--- src/rlc_pkg.sv ---
package rlc_pkg;
	// data and address widths of the byte core
	localparam int RLC_DATA_W = 8;
	localparam int RLC_BANK_W = 4;
	localparam int RLC_ADDR_W = 12;
	// destination select encodings
	localparam logic RLC_DEST_WREG = 1'b0;
	localparam logic RLC_DEST_FILE = 1'b1;
	// bank mode encodings
	localparam logic RLC_MODE_ACCESS = 1'b0;
	localparam logic RLC_MODE_BANKED = 1'b1;
	// access bank split: offsets below 60h map to bank 0, the rest to the top bank
	localparam logic [7:0] RLC_ACCESS_SPLIT = 8'h60;
	localparam logic [3:0] RLC_TOP_BANK = 4'hF;
	// highest offset handled by indexed literal offset mode
	localparam logic [7:0] RLC_INDEX_MAX = 8'h5F;
	// reset values
	localparam logic [7:0] RLC_WREG_RST = 8'h00;
	localparam logic [11:0] RLC_ADDR_RST = 12'h000;
	// phases of one instruction cycle, one-hot
	typedef enum logic [3:0]
	{
		RLC_Q1 = 4'b0001,
		RLC_Q2 = 4'b0010,
		RLC_Q3 = 4'b0100,
		RLC_Q4 = 4'b1000
	} rlc_phase_t;
endpackage

--- src/rlc_addr.sv ---
// operand address resolution for byte instructions
module rlc_addr
	import rlc_pkg::*;
(
	input wire logic [7:0] addr_field,
	input wire logic bank_mode,
	input wire logic ext_set_en,
	input wire logic [3:0] bank_select_register,
	input wire logic [7:0] index_base,
	output logic [11:0] eff_addr,
	output logic indexed
);
	// indexed mode takes the low access region when the extended set is on
	assign indexed = (bank_mode == RLC_MODE_ACCESS) && ext_set_en
		&& (addr_field <= RLC_INDEX_MAX);
	// access bank: low part from bank 0, upper part from the top bank
	wire [3:0] access_bank = (addr_field < RLC_ACCESS_SPLIT) ? 4'h0 : RLC_TOP_BANK;
	// index sum stays inside the 12-bit space; the carry out of the low byte lands in bit 8
	wire [11:0] index_addr = 12'({4'h0, index_base} + {4'h0, addr_field});
	assign eff_addr = indexed ? index_addr
		: (bank_mode == RLC_MODE_BANKED) ? {bank_select_register, addr_field}
		: {access_bank, addr_field};
endmodule // rlc_addr

--- src/rlc_core.sv ---
// Summary of operation
// - rotate left, bit 7 to carry, carry in
// - destination zero writes working register only
// - destination one writes back to memory
// - access mode resolves address in access bank
// - banked mode prefixes bank select register
// - extended set, access, offset<=95: indexed
module rlc_core
	import rlc_pkg::*;
(
	input wire logic clk,
	input wire logic rstn,
	input wire logic start,
	input wire logic [7:0] addr_field,
	input wire logic dest_sel,
	input wire logic bank_mode,
	input wire logic ext_set_en,
	input wire logic [3:0] bank_select_register,
	input wire logic [7:0] index_base,
	input wire logic [7:0] mem_rdata,
	input wire logic carry_in,
	output logic [11:0] mem_addr_r,
	output logic mem_rd_r,
	output logic mem_we_r,
	output logic [7:0] mem_wdata_r,
	output logic [7:0] wreg_r,
	output logic carry_r,
	output logic neg_r,
	output logic zero_r,
	output logic flags_we_r,
	output logic busy_r,
	output logic done_r
);
	import rlc_pkg::*;

	// phase of the current instruction cycle
	rlc_phase_t phase_r;
	rlc_phase_t phase_nxt;
	// latched instruction fields, held stable over the cycle
	logic dest_r;
	logic [7:0] opnd_r; // operand byte read in q2
	wire [11:0] eff_addr; // resolved operand address, combinational; mem_addr_r latches it at decode

	// rotation used by the datapath; the checks build the rotated byte on their own
	function automatic logic [8:0] rot_left(input logic [7:0] v, input logic c);
		rot_left = {v, c};
	endfunction

	// address resolution lives in its own module
	rlc_addr u_addr
	(
		.addr_field(addr_field),
		.bank_mode(bank_mode),
		.ext_set_en(ext_set_en),
		.bank_select_register(bank_select_register),
		.index_base(index_base),
		.eff_addr(eff_addr),
		.indexed()
	);

	wire [8:0] rot = rot_left(opnd_r, carry_in);
	wire idle = !busy_r;
	wire take = idle && start;
	wire to_file = (dest_r == RLC_DEST_FILE);

	// phase sequencer: q1 decode, q2 read, q3 process, q4 write
	always_comb
	begin
		case (phase_r)
			RLC_Q1: phase_nxt = take ? RLC_Q2 : RLC_Q1;
			RLC_Q2: phase_nxt = RLC_Q3;
			RLC_Q3: phase_nxt = RLC_Q4;
			RLC_Q4: phase_nxt = RLC_Q1;
			default: phase_nxt = RLC_Q1;
		endcase
	end

	// sequencer and request latch; busy covers q2..q4
	always_ff @(posedge clk)
	begin
		if (!rstn)
		begin
			phase_r <= RLC_Q1;
			busy_r <= 1'b0;
			dest_r <= RLC_DEST_FILE;
			mem_addr_r <= RLC_ADDR_RST;
			mem_rd_r <= 1'b0;
		end
		else
		begin
			phase_r <= phase_nxt;
			busy_r <= (phase_nxt != RLC_Q1);
			// destination and address are captured at decode; carry_in is not latched and is still read live in q3
			if (take)
			begin
				dest_r <= dest_sel;
				mem_addr_r <= eff_addr;
			end
			mem_rd_r <= take;
		end
	end

	// operand read in q2; the rotation is combinational on the held operand
	always_ff @(posedge clk)
	begin
		if (!rstn)
		begin
			opnd_r <= 8'h00;
		end
		else
		begin
			// memory answers in the same phase as the read strobe
			if (phase_r == RLC_Q2)
				opnd_r <= mem_rdata;
		end
	end

	// write-back in q4: to the file or to the working register, never both
	always_ff @(posedge clk)
	begin
		if (!rstn)
		begin
			mem_we_r <= 1'b0;
			mem_wdata_r <= 8'h00;
			wreg_r <= RLC_WREG_RST;
			carry_r <= 1'b0;
			neg_r <= 1'b0;
			zero_r <= 1'b0;
			flags_we_r <= 1'b0;
			done_r <= 1'b0;
		end
		else
		begin
			mem_we_r <= (phase_r == RLC_Q3) && to_file;
			flags_we_r <= (phase_r == RLC_Q3);
			done_r <= (phase_r == RLC_Q3);
			if (phase_r == RLC_Q3)
			begin
				mem_wdata_r <= rot[7:0];
				if (!to_file)
					wreg_r <= rot[7:0];
				carry_r <= rot[8];
				neg_r <= rot[7];
				zero_r <= (rot[7:0] == 8'h00);
			end
		end
	end

	// checks
	// carry flag takes the operand's old top bit
	a_rot_carry: assert property (@(posedge clk) disable iff (!rstn)
		done_r |-> carry_r == $past(opnd_r[7], 1))
		else $error("carry does not hold old bit 7");

	// result is the operand shifted up with the old carry in bit 0
	a_rot_value: assert property (@(posedge clk) disable iff (!rstn)
		(phase_r == RLC_Q3) |=> mem_wdata_r
			== {$past(opnd_r[6:0], 1), $past(carry_in, 1)})
		else $error("rotated byte wrong");

	// destination zero: working register loaded, memory left alone
	a_wreg_dest: assert property (@(posedge clk) disable iff (!rstn)
		(phase_r == RLC_Q3 && !to_file) |=> !mem_we_r
			&& wreg_r == {$past(opnd_r[6:0], 1), $past(carry_in, 1)})
		else $error("w destination wrote memory or missed w");

	// destination one: write strobe issued, working register untouched
	a_file_dest: assert property (@(posedge clk) disable iff (!rstn)
		(phase_r == RLC_Q3 && to_file) |=> mem_we_r && $stable(wreg_r))
		else $error("file destination misbehaved");

	// the working register moves only on a destination-zero write
	a_wreg_kept: assert property (@(posedge clk) disable iff (!rstn)
		!(phase_r == RLC_Q3 && !to_file) |=> $stable(wreg_r))
		else $error("working register changed without a w write");

	// memory is written only in the completing phase
	a_we_gated: assert property (@(posedge clk) disable iff (!rstn)
		mem_we_r |-> done_r)
		else $error("memory write outside completion");

	// write-back must land on the location that was read
	a_addr_held: assert property (@(posedge clk) disable iff (!rstn)
		busy_r |=> $stable(mem_addr_r))
		else $error("operand address moved mid-instruction");

	// banked mode: bank select register on top of the address field
	a_banked_addr: assert property (@(posedge clk) disable iff (!rstn)
		(take && bank_mode == RLC_MODE_BANKED) |=> mem_addr_r
			== {$past(bank_select_register), $past(addr_field)})
		else $error("banked address wrong");

	// access mode outside the indexed range: low part bank 0, rest top bank
	a_access_addr: assert property (@(posedge clk) disable iff (!rstn)
		(take && bank_mode == RLC_MODE_ACCESS
			&& !(ext_set_en && addr_field <= RLC_INDEX_MAX))
			|=> mem_addr_r[7:0] == $past(addr_field)
			&& mem_addr_r[11:8]
			== (($past(addr_field) < RLC_ACCESS_SPLIT) ? 4'h0 : RLC_TOP_BANK))
		else $error("access address wrong");

	// indexed literal offset: base plus offset, wrapped to the address width
	a_index_addr: assert property (@(posedge clk) disable iff (!rstn)
		(take && bank_mode == RLC_MODE_ACCESS && ext_set_en && addr_field <= RLC_INDEX_MAX)
			|=> mem_addr_r == 12'({4'h0, $past(index_base)} + {4'h0, $past(addr_field)}))
		else $error("indexed address wrong");

	// negative is the old bit 6, zero when the rotated byte is empty
	a_flags_nz: assert property (@(posedge clk) disable iff (!rstn)
		done_r |-> neg_r == $past(opnd_r[6], 1)
			&& zero_r == ({$past(opnd_r[6:0], 1), $past(carry_in, 1)} == 8'h00))
		else $error("n or z flag wrong");

	// flags move only when an instruction completes
	a_flags_kept: assert property (@(posedge clk) disable iff (!rstn)
		(phase_r != RLC_Q3) |=> $stable({carry_r, neg_r, zero_r}))
		else $error("flags changed outside completion");

	// one instruction cycle: four phases from decode to done
	a_one_cycle: assert property (@(posedge clk) disable iff (!rstn)
		take |-> ##3 done_r)
		else $error("instruction not done in one cycle");

	// busy spans the three phases after decode, then the core is free again
	a_busy_span: assert property (@(posedge clk) disable iff (!rstn)
		take |=> busy_r [*3] ##1 !busy_r)
		else $error("busy window wrong");

	// operand read strobe lasts one phase
	a_read_pulse: assert property (@(posedge clk) disable iff (!rstn)
		take |=> mem_rd_r ##1 !mem_rd_r)
		else $error("read strobe not a single pulse");

	// done is a single-phase pulse
	a_done_pulse: assert property (@(posedge clk) disable iff (!rstn)
		done_r |=> !done_r)
		else $error("done held too long");
endmodule // rlc_core

--- config.mk ---
export PLATFORM = sky130hd
export DESIGN_NAME = rlc_core
export DESIGN_NICKNAME = d
export VERILOG_FILES = /design/src/rlc_pkg.sv /design/src/rlc_addr.sv /design/src/rlc_core.sv
export SDC_FILE = /design/constraint.sdc
export NUM_CORES = 1
export LEC_CHECK = 0
export BUFFER_PORTS_ARGS = -buffer_cell sky130_fd_sc_hd__buf_2
export CORE_MARGIN = 1
export CORE_UTILIZATION = 53
export DETAILED_ROUTE_END_ITERATION = 7
export HOLD_SLACK_MARGIN = 0.02
export PLACE_DENSITY = 0.94
export REMOVE_ABC_BUFFERS = 1
export SLEW_MARGIN = 10
export SYNTH_ARGS = -nofsm -noshare
export SYNTH_HDL_FRONTEND = slang
export SYNTH_SLANG_ARGS = --single-unit
export TNS_END_PERCENT = 5
--- constraint.sdc ---
create_clock -name clk -period 2.4 [get_ports clk]
set_input_delay 0.12 -clock clk [delete_from_list [all_inputs] [get_ports clk]]
set_output_delay 0.12 -clock clk [all_outputs]
set_load 0.01 [all_outputs]
======== Word level (Yosys, flattened, before mapping) ========
Index checks and enable logic that the tools add are counted.
operators by class
  add/subtract/negate cells ............... 1
  magnitude comparators ................... 2
  equality and inequality tests ........... 4
  multiplexer cells ....................... 5
  bitwise operators ....................... 2
  reduce and logical (&&, ||, !) cells .... 7
operator list
  operator              count
  $mux W12              2
  $pmux W4 S3           1
  $add A8 B8 Y9         1
  $le A8 B7 Y1 const B  1
  $logic_not A8 Y1      1
  $lt A8 B7 Y1 const B  1
  $eq A4 B1 Y1 const B  1
  $eq A4 B2 Y1 const B  1
  $eq A4 B3 Y1 const B  1
  $logic_and A1 B1 Y1   4
  $mux W4               1
  $ne A4 B1 Y1 const B  1
  $mux W2               1
  $not A1 Y1            2
  $reduce_and A2 Y1     1
  $logic_not A1 Y1      1
word-level totals
  flip-flop bits (word level) ............. 48
  input bits .............................. 35
  output and inout port bits .............. 36

======== Longest topological paths before layout ========
Gate-level depths: netlist of the first run.
  depth after elaboration ................. 5
  depth in mapped cells ................... 7
  mapped depth without buffers ............ 7

======== Cells and area by module ========
Synthesis of the first run repeated with hierarchy kept, for this count alone.
unflattened totals
  cell total of the unflattened synthesis .. 271
  area, all modules ....................... 2,313.5 µm²
modules (own cells, without submodules)
  module    instances  cells an instance  area an instance (µm²)  sequential area each (µm²)
  rlc_core  1          199                1,793.0                 940.9
  rlc_addr  1          72                 520.5                   0.0

======== Worst setup path before layout of the first run ========
OpenSTA, ideal clock, no wires.
  kind .................................... input port to flip-flop
  start ................................... in addr_field[0]
  end ..................................... reg mem_addr_r[6]
  library setup time ...................... 0.122 ns
  arrival ................................. 1.544 ns
  required time ........................... 2.278 ns
  slack ................................... 0.734 ns
  cell stages on the path ................. 7
  cell sequence ........................... ha_1 fa_1 a21o_1 a221o_1 xor2_1 mux2i_1 o21ai_0
on the way
  cells in the longest elaborated chain, start to end .. 3
  elaborated cells between the ends (all ways) .. 4
  those cells by class .................... add/sub: 1; order compare: 1; mux: 1; reduce/logical: 1
RTL lines
  what                    RTL line        RTL
  start: declaration      rlc_core.sv:14  input wire logic [7:0] addr_field,
  $le A8 B7 Y1            rlc_addr.sv:15  && (addr_field <= RLC_INDEX_MAX);
  $logic_and A1 B1 Y1     rlc_addr.sv:15
  $mux W12 *              rlc_addr.sv:20  assign eff_addr = indexed ? index_addr
  end signal: assignment  rlc_core.sv:97  mem_addr_r <= eff_addr;
  end: declaration        rlc_core.sv:22  output logic [11:0] mem_addr_r,
Every way passes the cells marked *; elsewhere a longest branch is shown, timed or not.
A chain may end at the register's enable or synchronous reset.

======== Final worst setup path of the first run ========
  start ................................... reg phase_r[1]
  end ..................................... reg wreg_r[0]
on the way
  cells in the longest elaborated chain, start to end .. 2
RTL lines
  what                         RTL line         RTL
  start: declaration           rlc_core.sv:37   rlc_phase_t phase_r;
  start signal: assignment     rlc_core.sv:91   phase_r <= phase_nxt;
  $eq A4 B3 Y1                 rlc_core.sv:137  if (phase_r == RLC_Q3)
  $reduce_and A2 Y1 (no line)  --
  end signal: assignment       rlc_core.sv:141  wreg_r <= rot[7:0];
  end: declaration             rlc_core.sv:26   output logic [7:0] wreg_r,
Every way passes these cells.

==> results of run 1 <==
-- registers in the layout (all words and copies together), names as in the netlist --
register,cells
opnd_r,8
mem_wdata_r,8
done_r,1
dest_r,1
carry_r,1
wreg_r,8
zero_r,1
phase_r,4
busy_r,1
mem_we_r,1
mem_addr_r,12
mem_rd_r,1
-- metal layers --
metal	share of wire	vias up	GRT usage	wire [um]
met4	0.017	0	0.101	81
met5	0	-	0	0
met2	0.47	81	0.381	2200
li1	-	1004	-	-
met3	0.058	9	0.0466	272
met1	0.45	878	0.279	2130
-- cells in the final DEF, fill, tap and decap left out, drive strengths merged, types with 3 or more instances in the layout --
cell and count:
buf 72, and3 4, nor2 7, nor4 3, o211ai 3, a21boi 27, nand3 12, nor2b 9
nand2 53, nor3 4, o211a 3, clkbuf 6, a21o 3, ha 8, dfxtp 47, a21oi 11
o21ai 15, xnor2 3
-- synthesized netlist by cell type (all sizes together), types with 2 or more instances --
master | n | area share
o211a | 3 | 0.014
a211oi | 2 | 0.013
a21boi | 27 | 0.095
ha | 8 | 0.046
nor2b | 9 | 0.026
inv | 2 | 0.0034
nand3 | 12 | 0.028
xnor2 | 3 | 0.012
a21oi | 11 | 0.025
buf | 4 | 0.011
and4b | 2 | 0.0092
dfxtp | 47 | 0.43
and2 | 2 | 0.0057
clkbuf | 11 | 0.019
nand2b | 2 | 0.0057
nor2 | 7 | 0.012
and3 | 4 | 0.011
a31oi | 2 | 0.0057
a21o | 3 | 0.010
nor4 | 3 | 0.0086
o211ai | 3 | 0.010
nand2 | 53 | 0.094
nor3 | 4 | 0.0092
o21ai | 15 | 0.034
xor2 | 2 | 0.0080
-- kinds of logic after synthesis --
kind of cell    synth area share
flops                      0.432
compound gates             0.227
simple gates               0.228
buf+inv                   0.0339
fa+ha+maj                 0.0551
xor+xnor                  0.0201
mux                      0.00459
-- final cells by class --
class / count / area, um^2
Fill cell: 323 / 1190
Multi-Input combinational cell: 188 / 1160
Sequential cell: 47 / 941
Timing Repair Buffer: 72 / 365
Clock buffer: 6 / 72.6
Tap cell: 48 / 60.1
Inverter: 2 / 7.51
-- critical path, delay by kind of cell, from the launching register on --
family | cells | cell delay (ns)
AOI/OAI and AO/OA | 1 | 0.17
DFF | 1 | 0.35
and+or+nand+nor | 4 | 1.04
-- worst paths after layout --
path                                      to  depth (start not counted)  slack (ns)
setup / recovery      wreg_r[0]$_SDFFE_PN0P_                          5        0.77
hold / removal           dest_r$_SDFFE_PN1P_                          3        0.04
setup reg to reg      wreg_r[0]$_SDFFE_PN0P_                          5        0.77
hold reg to reg   mem_addr_r[2]$_SDFFE_PN0P_                          2        0.46
-- stage by stage --
step / cells / hold WS, ns / instance area [um^2] / total power, mW / worst slack (ns)
final: 363 / 0.0403 / 2610 / 1.51 / 0.767
after global placement: 357 / 0.329 / 2540 / 1.08 / 0.561
after detailed placement: 357 / 0.350 / 2540 / 1.09 / 0.515
after global routing: 363 / 0.0523 / 2610 / 1.58 / 0.511
after floorplan: 237 / 0.192 / 2110 / 0.989 / 0.733
after CTS: 363 / 0.0430 / 2610 / 1.51 / 0.748
-- where the power goes --
part           switching (mW)  internal (mW)  total [mW]
logic                   0.132          0.112       0.244
clock network           0.239          0.194       0.434
registers              0.0228          0.809       0.832
total                   0.394           1.12        1.51
==> flow_summary.toml, run 1 <==
[cts]
clkTransAtPathRegs_ns = 0.08
ctsHoldBuffers = 0
cts-root-buf = "clkbuf_8"
cts_setup_buffers = 0
cts.sink_count = 47
cts_buffer_depth = 2
cts_resized = 0
htreeDepth = 2
clk_latency_ns = 0.29
cts_tree = "built"
cts_buffers = 5

[timing]
max_freq_mhz = 613
max_slew_margin = 0.486
worst_pin_slew_ns = 0.769
finClkSkew_ns = 0.00630
rsz0062_at_grt = "false"
hold_viol_final = 0
post-route-min-period_ns = 1.63
finalCritPeriodShare = 0.680
drv_slew = 0
setup_viol = 0
tns_ns = 0

[critical_path]
worstReg2RegStart = "phase_r[1]$_SDFF_PN0_"
crit_top_cell = "nor2_1"
critPathSlowestCell = "nor2_1"
critPathCaptureType = "register"
slowest_delay_ns = 0.44
crit_start = "phase_r[1]$_SDFF_PN0_"
cp.arrival_ns = 1.85
cp.required_ns = 2.61
crit_fanout = 19
critical_path_class = "register to register"
worstPathCellList = "nor2_1 > nand2_2 > nor2_1 > nand2_1 > a21boi_0"
startpoint_type = "register"

[final_layout]
diodes = 0
drive_gt1_frac = 0.263
fin_util = 0.687
area_growth_pct = 19.8
nets = 360

[synthesis]
synth_area_per_cell_um2 = 8.65
synth_top_flop_cell = "dfxtp_1"
ys_seq_area_frac = 0.432
yosys.cell_types.count = 40
ys_warn_count = 0
synthCells = 252
synth-edff-count = 0
syn-cell-area_um2 = 2180
async_flop_share = 0
ys_seq_elements = 47

[flow_run]
cap_viol_max_count = 0

[routing]
avgViaCountPerCell = 5.43
vias = 1972
wl_per_cell_um = 12.9
antenna_left = 0
wl_mm = 4.69
drcViolationCount = 0
drtIter0Drc = 158
firstDrtPassIters = 4

[global_routing]
grt_first_pass_wirelength_mm = 7.65
grt_use_total = 0.228
grt_pass1_vias = 1796
antenna_found_initial = 0
overflow = 0
grt_max_degree = 28

[power]
p_leak_nw = 1.18
vdd_drop_max_uv = 307
power_density_nw_per_um2 = 578

[floorplanning]
die_x_um = 66.1
io_pins = 71
start_util = 0.574
rows = 22
core_um2 = 3800
dieHeight_um = 66.1
fp.dieArea_um2 = 4370

[hold_path]
min_path_type = "input pin to register"
min-delay-start = "dest_sel"

[placement]
portBuffers = 70
dpl.hpwl_mm = 3.51
gp_congestion = 0.810

[status]
status = "finished, final reports clean"
Note: power is estimated with default switching activity, not from simulation.
==> run 2: changes to the inputs <==
--- a/config.mk
+++ b/config.mk
@@ -7,10 +7,10 @@
 export LEC_CHECK = 0
 export BUFFER_PORTS_ARGS = -buffer_cell sky130_fd_sc_hd__buf_2
 export CORE_MARGIN = 1
-export CORE_UTILIZATION = 53
+export CORE_UTILIZATION = 50
 export DETAILED_ROUTE_END_ITERATION = 7
 export HOLD_SLACK_MARGIN = 0.02
-export PLACE_DENSITY = 0.94
+export PLACE_DENSITY = 0.9
 export REMOVE_ABC_BUFFERS = 1
 export SLEW_MARGIN = 10
 export SYNTH_ARGS = -nofsm -noshare
==> constraint.sdc (replaced) <==
create_clock -name clk -period 1.69 [get_ports clk]
set_input_delay 0.0845 -clock clk [delete_from_list [all_inputs] [get_ports clk]]
set_output_delay 0.0845 -clock clk [all_outputs]
set_load 0.01 [all_outputs]
==> run 2 against run 1 <==
Net effect: via count grew 2.3%; critical path depth grew 3; worst hold slack lost 0.016 ns; routed wire length grew 0.87%; first-iteration DRC count shrank 3.8%; largest power group unchanged; clock power grew 94%; non-clock buffer count grew 8; clock skew shrank 0.0017 ns; sequential share of layout area shrank 1.5 points; worst setup slack lost 0.61 ns; register-to-register slack lost 0.45 ns; flip-flop and latch count is the same; critical path type is now input pin to register.
==> flow_summary.toml, run 2 (synthesized netlist as in run 1, its figures left out) <==
[final_layout]
multi_input_area_um2 = 1160
fillers = 335
seqCellArea_um2 = 941
diodes = 0
nets = 368
final_cell_area_um2 = 2720
area_growth_pct = 24.9
final_common_cell = "buf_2"
largest_reg_flops = 12
drive_gt1_frac = 0.286
layout_common_cells = "buf_2, nand2_1, dfxtp_1"
top_register = "mem_addr_r"

[floorplanning]
fp.dieArea_um2 = 4630
rows = 23
start_util = 0.533
dieHeight_um = 68.0
io_pins = 71
core_um2 = 4090
die_x_um = 68.0

[critical_path]
cp.arrival_ns = 1.72
critPathCaptureType = "register"
crit_buf_inv = 1
worstReg2RegStart = "phase_r[0]$_SDFF_PN1_"
crit_fanout = 2
slowest_delay_ns = 0.41
worstPathCellList = "buf_2 > ha_1 > fa_1 > a21o_1 > a221o_1 > xor2_1 > mux2i_1 > o21ai_0"
critical_path.top_delay_family = "adder cells"
startpoint_type = "input pin"
critical_path_class = "input pin to register"
cp.required_ns = 1.88
critPathSlowestCell = "fa_1"
crit_start = "addr_field[0]"

[cts]
htreeDepth = 2
cts-root-buf = "clkbuf_8"
cts_buffer_depth = 2
cts_tree = "built"
cts.sink_count = 47
clkTransAtPathRegs_ns = 0.08
cts_setup_buffers = 0
cts_buffers = 5
clk_latency_ns = 0.30

[timing]
finalCritPeriodShare = 0.906
tns_ns = 0
rsz0062_at_grt = "false"
max_freq_mhz = 653
drv_slew = 0
finClkSkew_ns = 0.00458
max_slew_margin = 0.620
post-route-min-period_ns = 1.53
worst_pin_slew_ns = 0.570
hold_viol_final = 0
setup_viol = 0

[status]
status = "finished, final reports clean"

[power]
p_leak_nw = 1.24
p_switching_mw = 0.581
seqPwrFrac = 0.496
p_comb_frac = 0.150
intPower_mw = 1.80
vdd_drop_max_uv = 451
power_density_nw_per_um2 = 874
switching_share = 0.244
clock_power_share = 0.354

[placement]
place_area_um2 = 2590
dpl.hpwl_mm = 3.59
gp_congestion = 0.839
portBuffers = 70

[routing]
avgViaCountPerCell = 5.38
vias = 2017
drtIter0Drc = 152
firstDrtPassIters = 4
antenna_left = 0
wl_per_cell_um = 12.6
wl_mm = 4.73
drcViolationCount = 0

[global_routing]
overflow = 0
grt_use_total = 0.223
grt_pass1_vias = 1808
grt_first_pass_wirelength_mm = 7.84
antenna_found_initial = 0
grt_max_degree = 31

[hold_path]
min-delay-start = "mem_rdata[6]"
min_path_type = "input pin to register"

[flow_run]
cap_viol_max_count = 0
run 2: changes by cell type in the layout (fill, tap and decap cells not counted), sizes merged:
| cell | delta |
|---|---|
| bufinv | +1 |
| clkinv | +1 |
| buf | +7 |
| dlygate4sd3 | +1 |
run 2: layout make-up:
| type | count | share of cell area |
|---|---|---|
| clock inverters | 2 | 0.0129 |
| repair buffers | 80 | 0.157 |
| flip-flops and latches | 47 | 0.346 |
| well taps | 50 | 0.0230 |
| inverters | 2 | 0.00276 |
| multi-input cells | 188 | 0.428 |
| clock buffers | 6 | 0.0303 |
run 2: worst paths after layout:
kind / cells after the start / slack, ns / endpoint
max: 8 / 0.16 / mem_addr_r[6]$_SDFFE_PN0P_
min: 3 / 0.02 / opnd_r[6]$_SDFFE_PN0N_
max reg2reg: 5 / 0.32 / wreg_r[7]$_SDFFE_PN0P_
min reg2reg: 2 / 0.46 / mem_addr_r[2]$_SDFFE_PN0P_
run 2: timing repair:
action,in CTS,in global routing
endpoints found under the hold margin,1,0
hold buffers,1,0
resized for setup,0,0
run 2: stage by stage:
stage               power (mW)  setup WS [ns]  utilization  hold WS [ns]  std cells
floorplan                 1.40         0.0585            -         0.156        237
global placement          1.55        -0.0923        0.635         0.298        366
detailed placement        1.56         -0.144        0.635         0.300        366
CTS                       2.40          0.175        0.666        0.0213        375
global route              2.48          0.125        0.666        0.0416        375
finish                    2.38          0.160        0.666        0.0239        375
run 2: power groups by stage:
stage,Clock [mW],Combinational (mW),Sequential [mW]
after floorplan,0,0.189,1.22
after global placement,0,0.346,1.21
after detailed placement,0,0.356,1.21
after CTS,0.859,0.358,1.18
after global routing,0.899,0.398,1.19
final,0.841,0.357,1.18
run 2: worst min-delay path: stages:
cell	delay, ns
buf_2	0.09
nand2_1	0.04
a21boi_0	0.06
run 2: per-layer routing:
layer | part of all wire | GRT usage
met5 | 0 | 0
met4 | 0.013 | 0.0911
met3 | 0.066 | 0.0467
met2 | 0.48 | 0.379
met1 | 0.44 | 0.272
==> run 3: changes to the inputs <==
==> constraint.sdc (replaced) <==
create_clock -name clk -period 1.6 [get_ports clk]
set_input_delay 0.08 -clock clk [delete_from_list [all_inputs] [get_ports clk]]
set_output_delay 0.08 -clock clk [all_outputs]
set_load 0.01 [all_outputs]
==> run 3 against run 2 <==
Net effect: cell count is 0.80% higher; combinational power is 8.1% higher; clock skew is 0.0051 ns higher; utilization is 0.77 points higher; non-clock buffer count is 3 higher; total power is 6.0% higher; worst setup slack worse by 0.051 ns; flip-flop and latch count stayed put; clock-buffer cell count is 1 lower; critical endpoint unchanged.
==> flow_summary.toml, run 3 (synthesized netlist as in run 1, its figures left out) <==
[timing]
worst_pin_slew_ns = 0.408
max_freq_mhz = 670
finalCritPeriodShare = 0.932
rsz0062_at_grt = "false"
setup_slack_ns = 0.108
hold_viol_final = 0
max_slew_margin = 0.728
post-route-min-period_ns = 1.49
setup_viol = 0
drv_slew = 0
finClkSkew_ns = 0.00970

[floorplanning]
core_um2 = 4090
io_pins = 71
dieHeight_um = 68.0
start_util = 0.533
fp.dieArea_um2 = 4630
die_x_um = 68.0
rows = 23

[status]
status = "finished, final reports clean"

[power]
p_leak_nw = 1.25
power_density_nw_per_um2 = 916
clock_power_share = 0.352
vdd_drop_max_uv = 457
p_comb_frac = 0.153
seqPwrFrac = 0.495
switching_share = 0.256
intPower_mw = 1.87
p_switching_mw = 0.646

[critical_path]
worstReg2RegStart = "phase_r[0]$_SDFF_PN1_"
critPathCaptureType = "register"
worst-r2r-cell-count = 3
critPathSlowestCell = "fa_1"
slowest_delay_ns = 0.40
timing.rr.end = "opnd_r[5]$_SDFFE_PN0N_"
worstPathCellList = "buf_2 > ha_1 > fa_1 > a21o_1 > a221o_1 > xor2_1 > mux2i_1 > o21ai_0"
r2r_slack_ns = 0.24
crit_buf_inv = 1
cp.required_ns = 1.79
crit_fanout = 2
cp.arrival_ns = 1.68
crit_start = "addr_field[0]"
critical_path.top_delay_family = "adder cells"
worstSetupEndpoint = "mem_addr_r[6]$_SDFFE_PN0P_"
startpoint_type = "input pin"
critical_path_class = "input pin to register"
crit_cells = 8

[routing]
antenna_left = 0
wl_mm = 4.87
avgViaCountPerCell = 5.42
vias = 2050
wl_met2_mm = 2.42
wl_per_cell_um = 12.9
firstDrtPassIters = 4
routed-wl-met3_um = 311
wl_met1_mm = 2.12
drcViolationCount = 0
drtIter0Drc = 170
maxUsedRoutingLayer = "met4"

[placement]
dp_slack_ns = -0.216
portBuffers = 70
dpl.hpwl_mm = 3.72
dp.cells = 366
place_area_um2 = 2590
gp_congestion = 0.821

[cts]
cts.sink_count = 47
cts_buffers = 5
cts_tree = "built"
cts-root-buf = "clkbuf_8"
cts_setup_buffers = 0
htreeDepth = 2
clkTransAtPathRegs_ns = 0.09
cts_buffer_depth = 2
clk_latency_ns = 0.30

[final_layout]
largest_reg_flops = 12
fin_util = 0.674
finalNonFillerCells = 378
final_common_cell = "buf_2"
top_register = "mem_addr_r"
area_growth_pct = 26.3
layout_common_cells = "buf_2, nand2_1, dfxtp_1"
final_cell_area_um2 = 2750
diodes = 0
nets = 371
drive_gt1_frac = 0.287
fillers = 333

[global_routing]
grt_pass1_vias = 1832
grt_first_pass_wirelength_mm = 7.81
overflow = 0
antenna_found_initial = 0
grt_use_total = 0.223
grt_max_degree = 36

[hold_path]
min_delay_path_depth = 3
min_path_type = "input pin to register"

[flow_run]
cap_viol_max_count = 0
-- run 3: cell count changes in the layout (fill, tap and decap cells not counted) --
cell	before	now
clkinv_4	0	1
nor2_2	0	1
clkbuf_8	6	5
clkinv_2	1	0
dlygate4sd3_1	1	4
nor2_1	7	6
inv_6	0	1
-- run 3: worst register-to-register path, delay by kind of cell (launching register included) --
family             cells  cell delay [ns]
DFF                    1             0.36
and+or+nand+nor        2             0.81
AOI/OAI and AO/OA      1             0.09
-- run 3: how the worst min path moves through the flow --
stage / end / slack (ns) / startpoint
after floorplan: dest_r$_SDFFE_PN1P_ / 0.15 / rstn
after global placement: dest_r$_SDFFE_PN1P_ / 0.30 / dest_sel
after detailed placement: dest_r$_SDFFE_PN1P_ / 0.30 / dest_sel
after CTS: opnd_r[4]$_SDFFE_PN0N_ / 0.03 / mem_rdata[4]
after global routing: opnd_r[0]$_SDFFE_PN0N_ / 0.04 / mem_rdata[0]
final: opnd_r[0]$_SDFFE_PN0N_ / 0.04 / mem_rdata[0]
-- run 3: power by group through the flow --
stage	clock (mW)	combinational (mW)	sequential, mW
CTS	0.903	0.388	1.25
global placement	0	0.368	1.27
finish	0.886	0.386	1.25
floorplan	0	0.200	1.28
global route	0.948	0.430	1.26
detailed placement	0	0.379	1.27
-- run 3: metrics by stage --
step           power (mW)  TNS [ns]  hold WS (ns)
3_5_place_dp         1.65    -0.344         0.300
6_report             2.52         0        0.0374
3_3_place_gp         1.64    -0.192         0.299
4_1_cts              2.54         0        0.0271
5_1_grt              2.64         0        0.0373
2_1_floorplan        1.48   -0.0270         0.152
-- run 3: per-layer routing --
| metal | GRT usage | up-vias |
|---|---|---|
| met5 | 0 | - |
| met4 | 0.0547 | 0 |
| met3 | 0.0567 | 4 |
| met2 | 0.400 | 86 |
| met1 | 0.261 | 930 |
| li1 | - | 1030 |
-- run 3: final cells by class --
| type | instances | area, um^2 | area share |
|---|---|---|---|
| clock inverter | 3 | 47.5 | 0.0173 |
| multi-input combinational | 188 | 1170 | 0.424 |
| inverter | 2 | 7.51 | 0.00273 |
| tap | 50 | 62.6 | 0.0227 |
| sequential | 47 | 941 | 0.342 |
| clock buffer | 5 | 68.8 | 0.0250 |
| timing repair buffer | 83 | 458 | 0.166 |
-- run 3: what timing repair did --
item | in CTS | in global routing
endpoints found under the setup margin | 0 | 2
endpoints found under the hold margin | 4 | 0
hold buffers | 4 | 0
resized for setup | 0 | 1
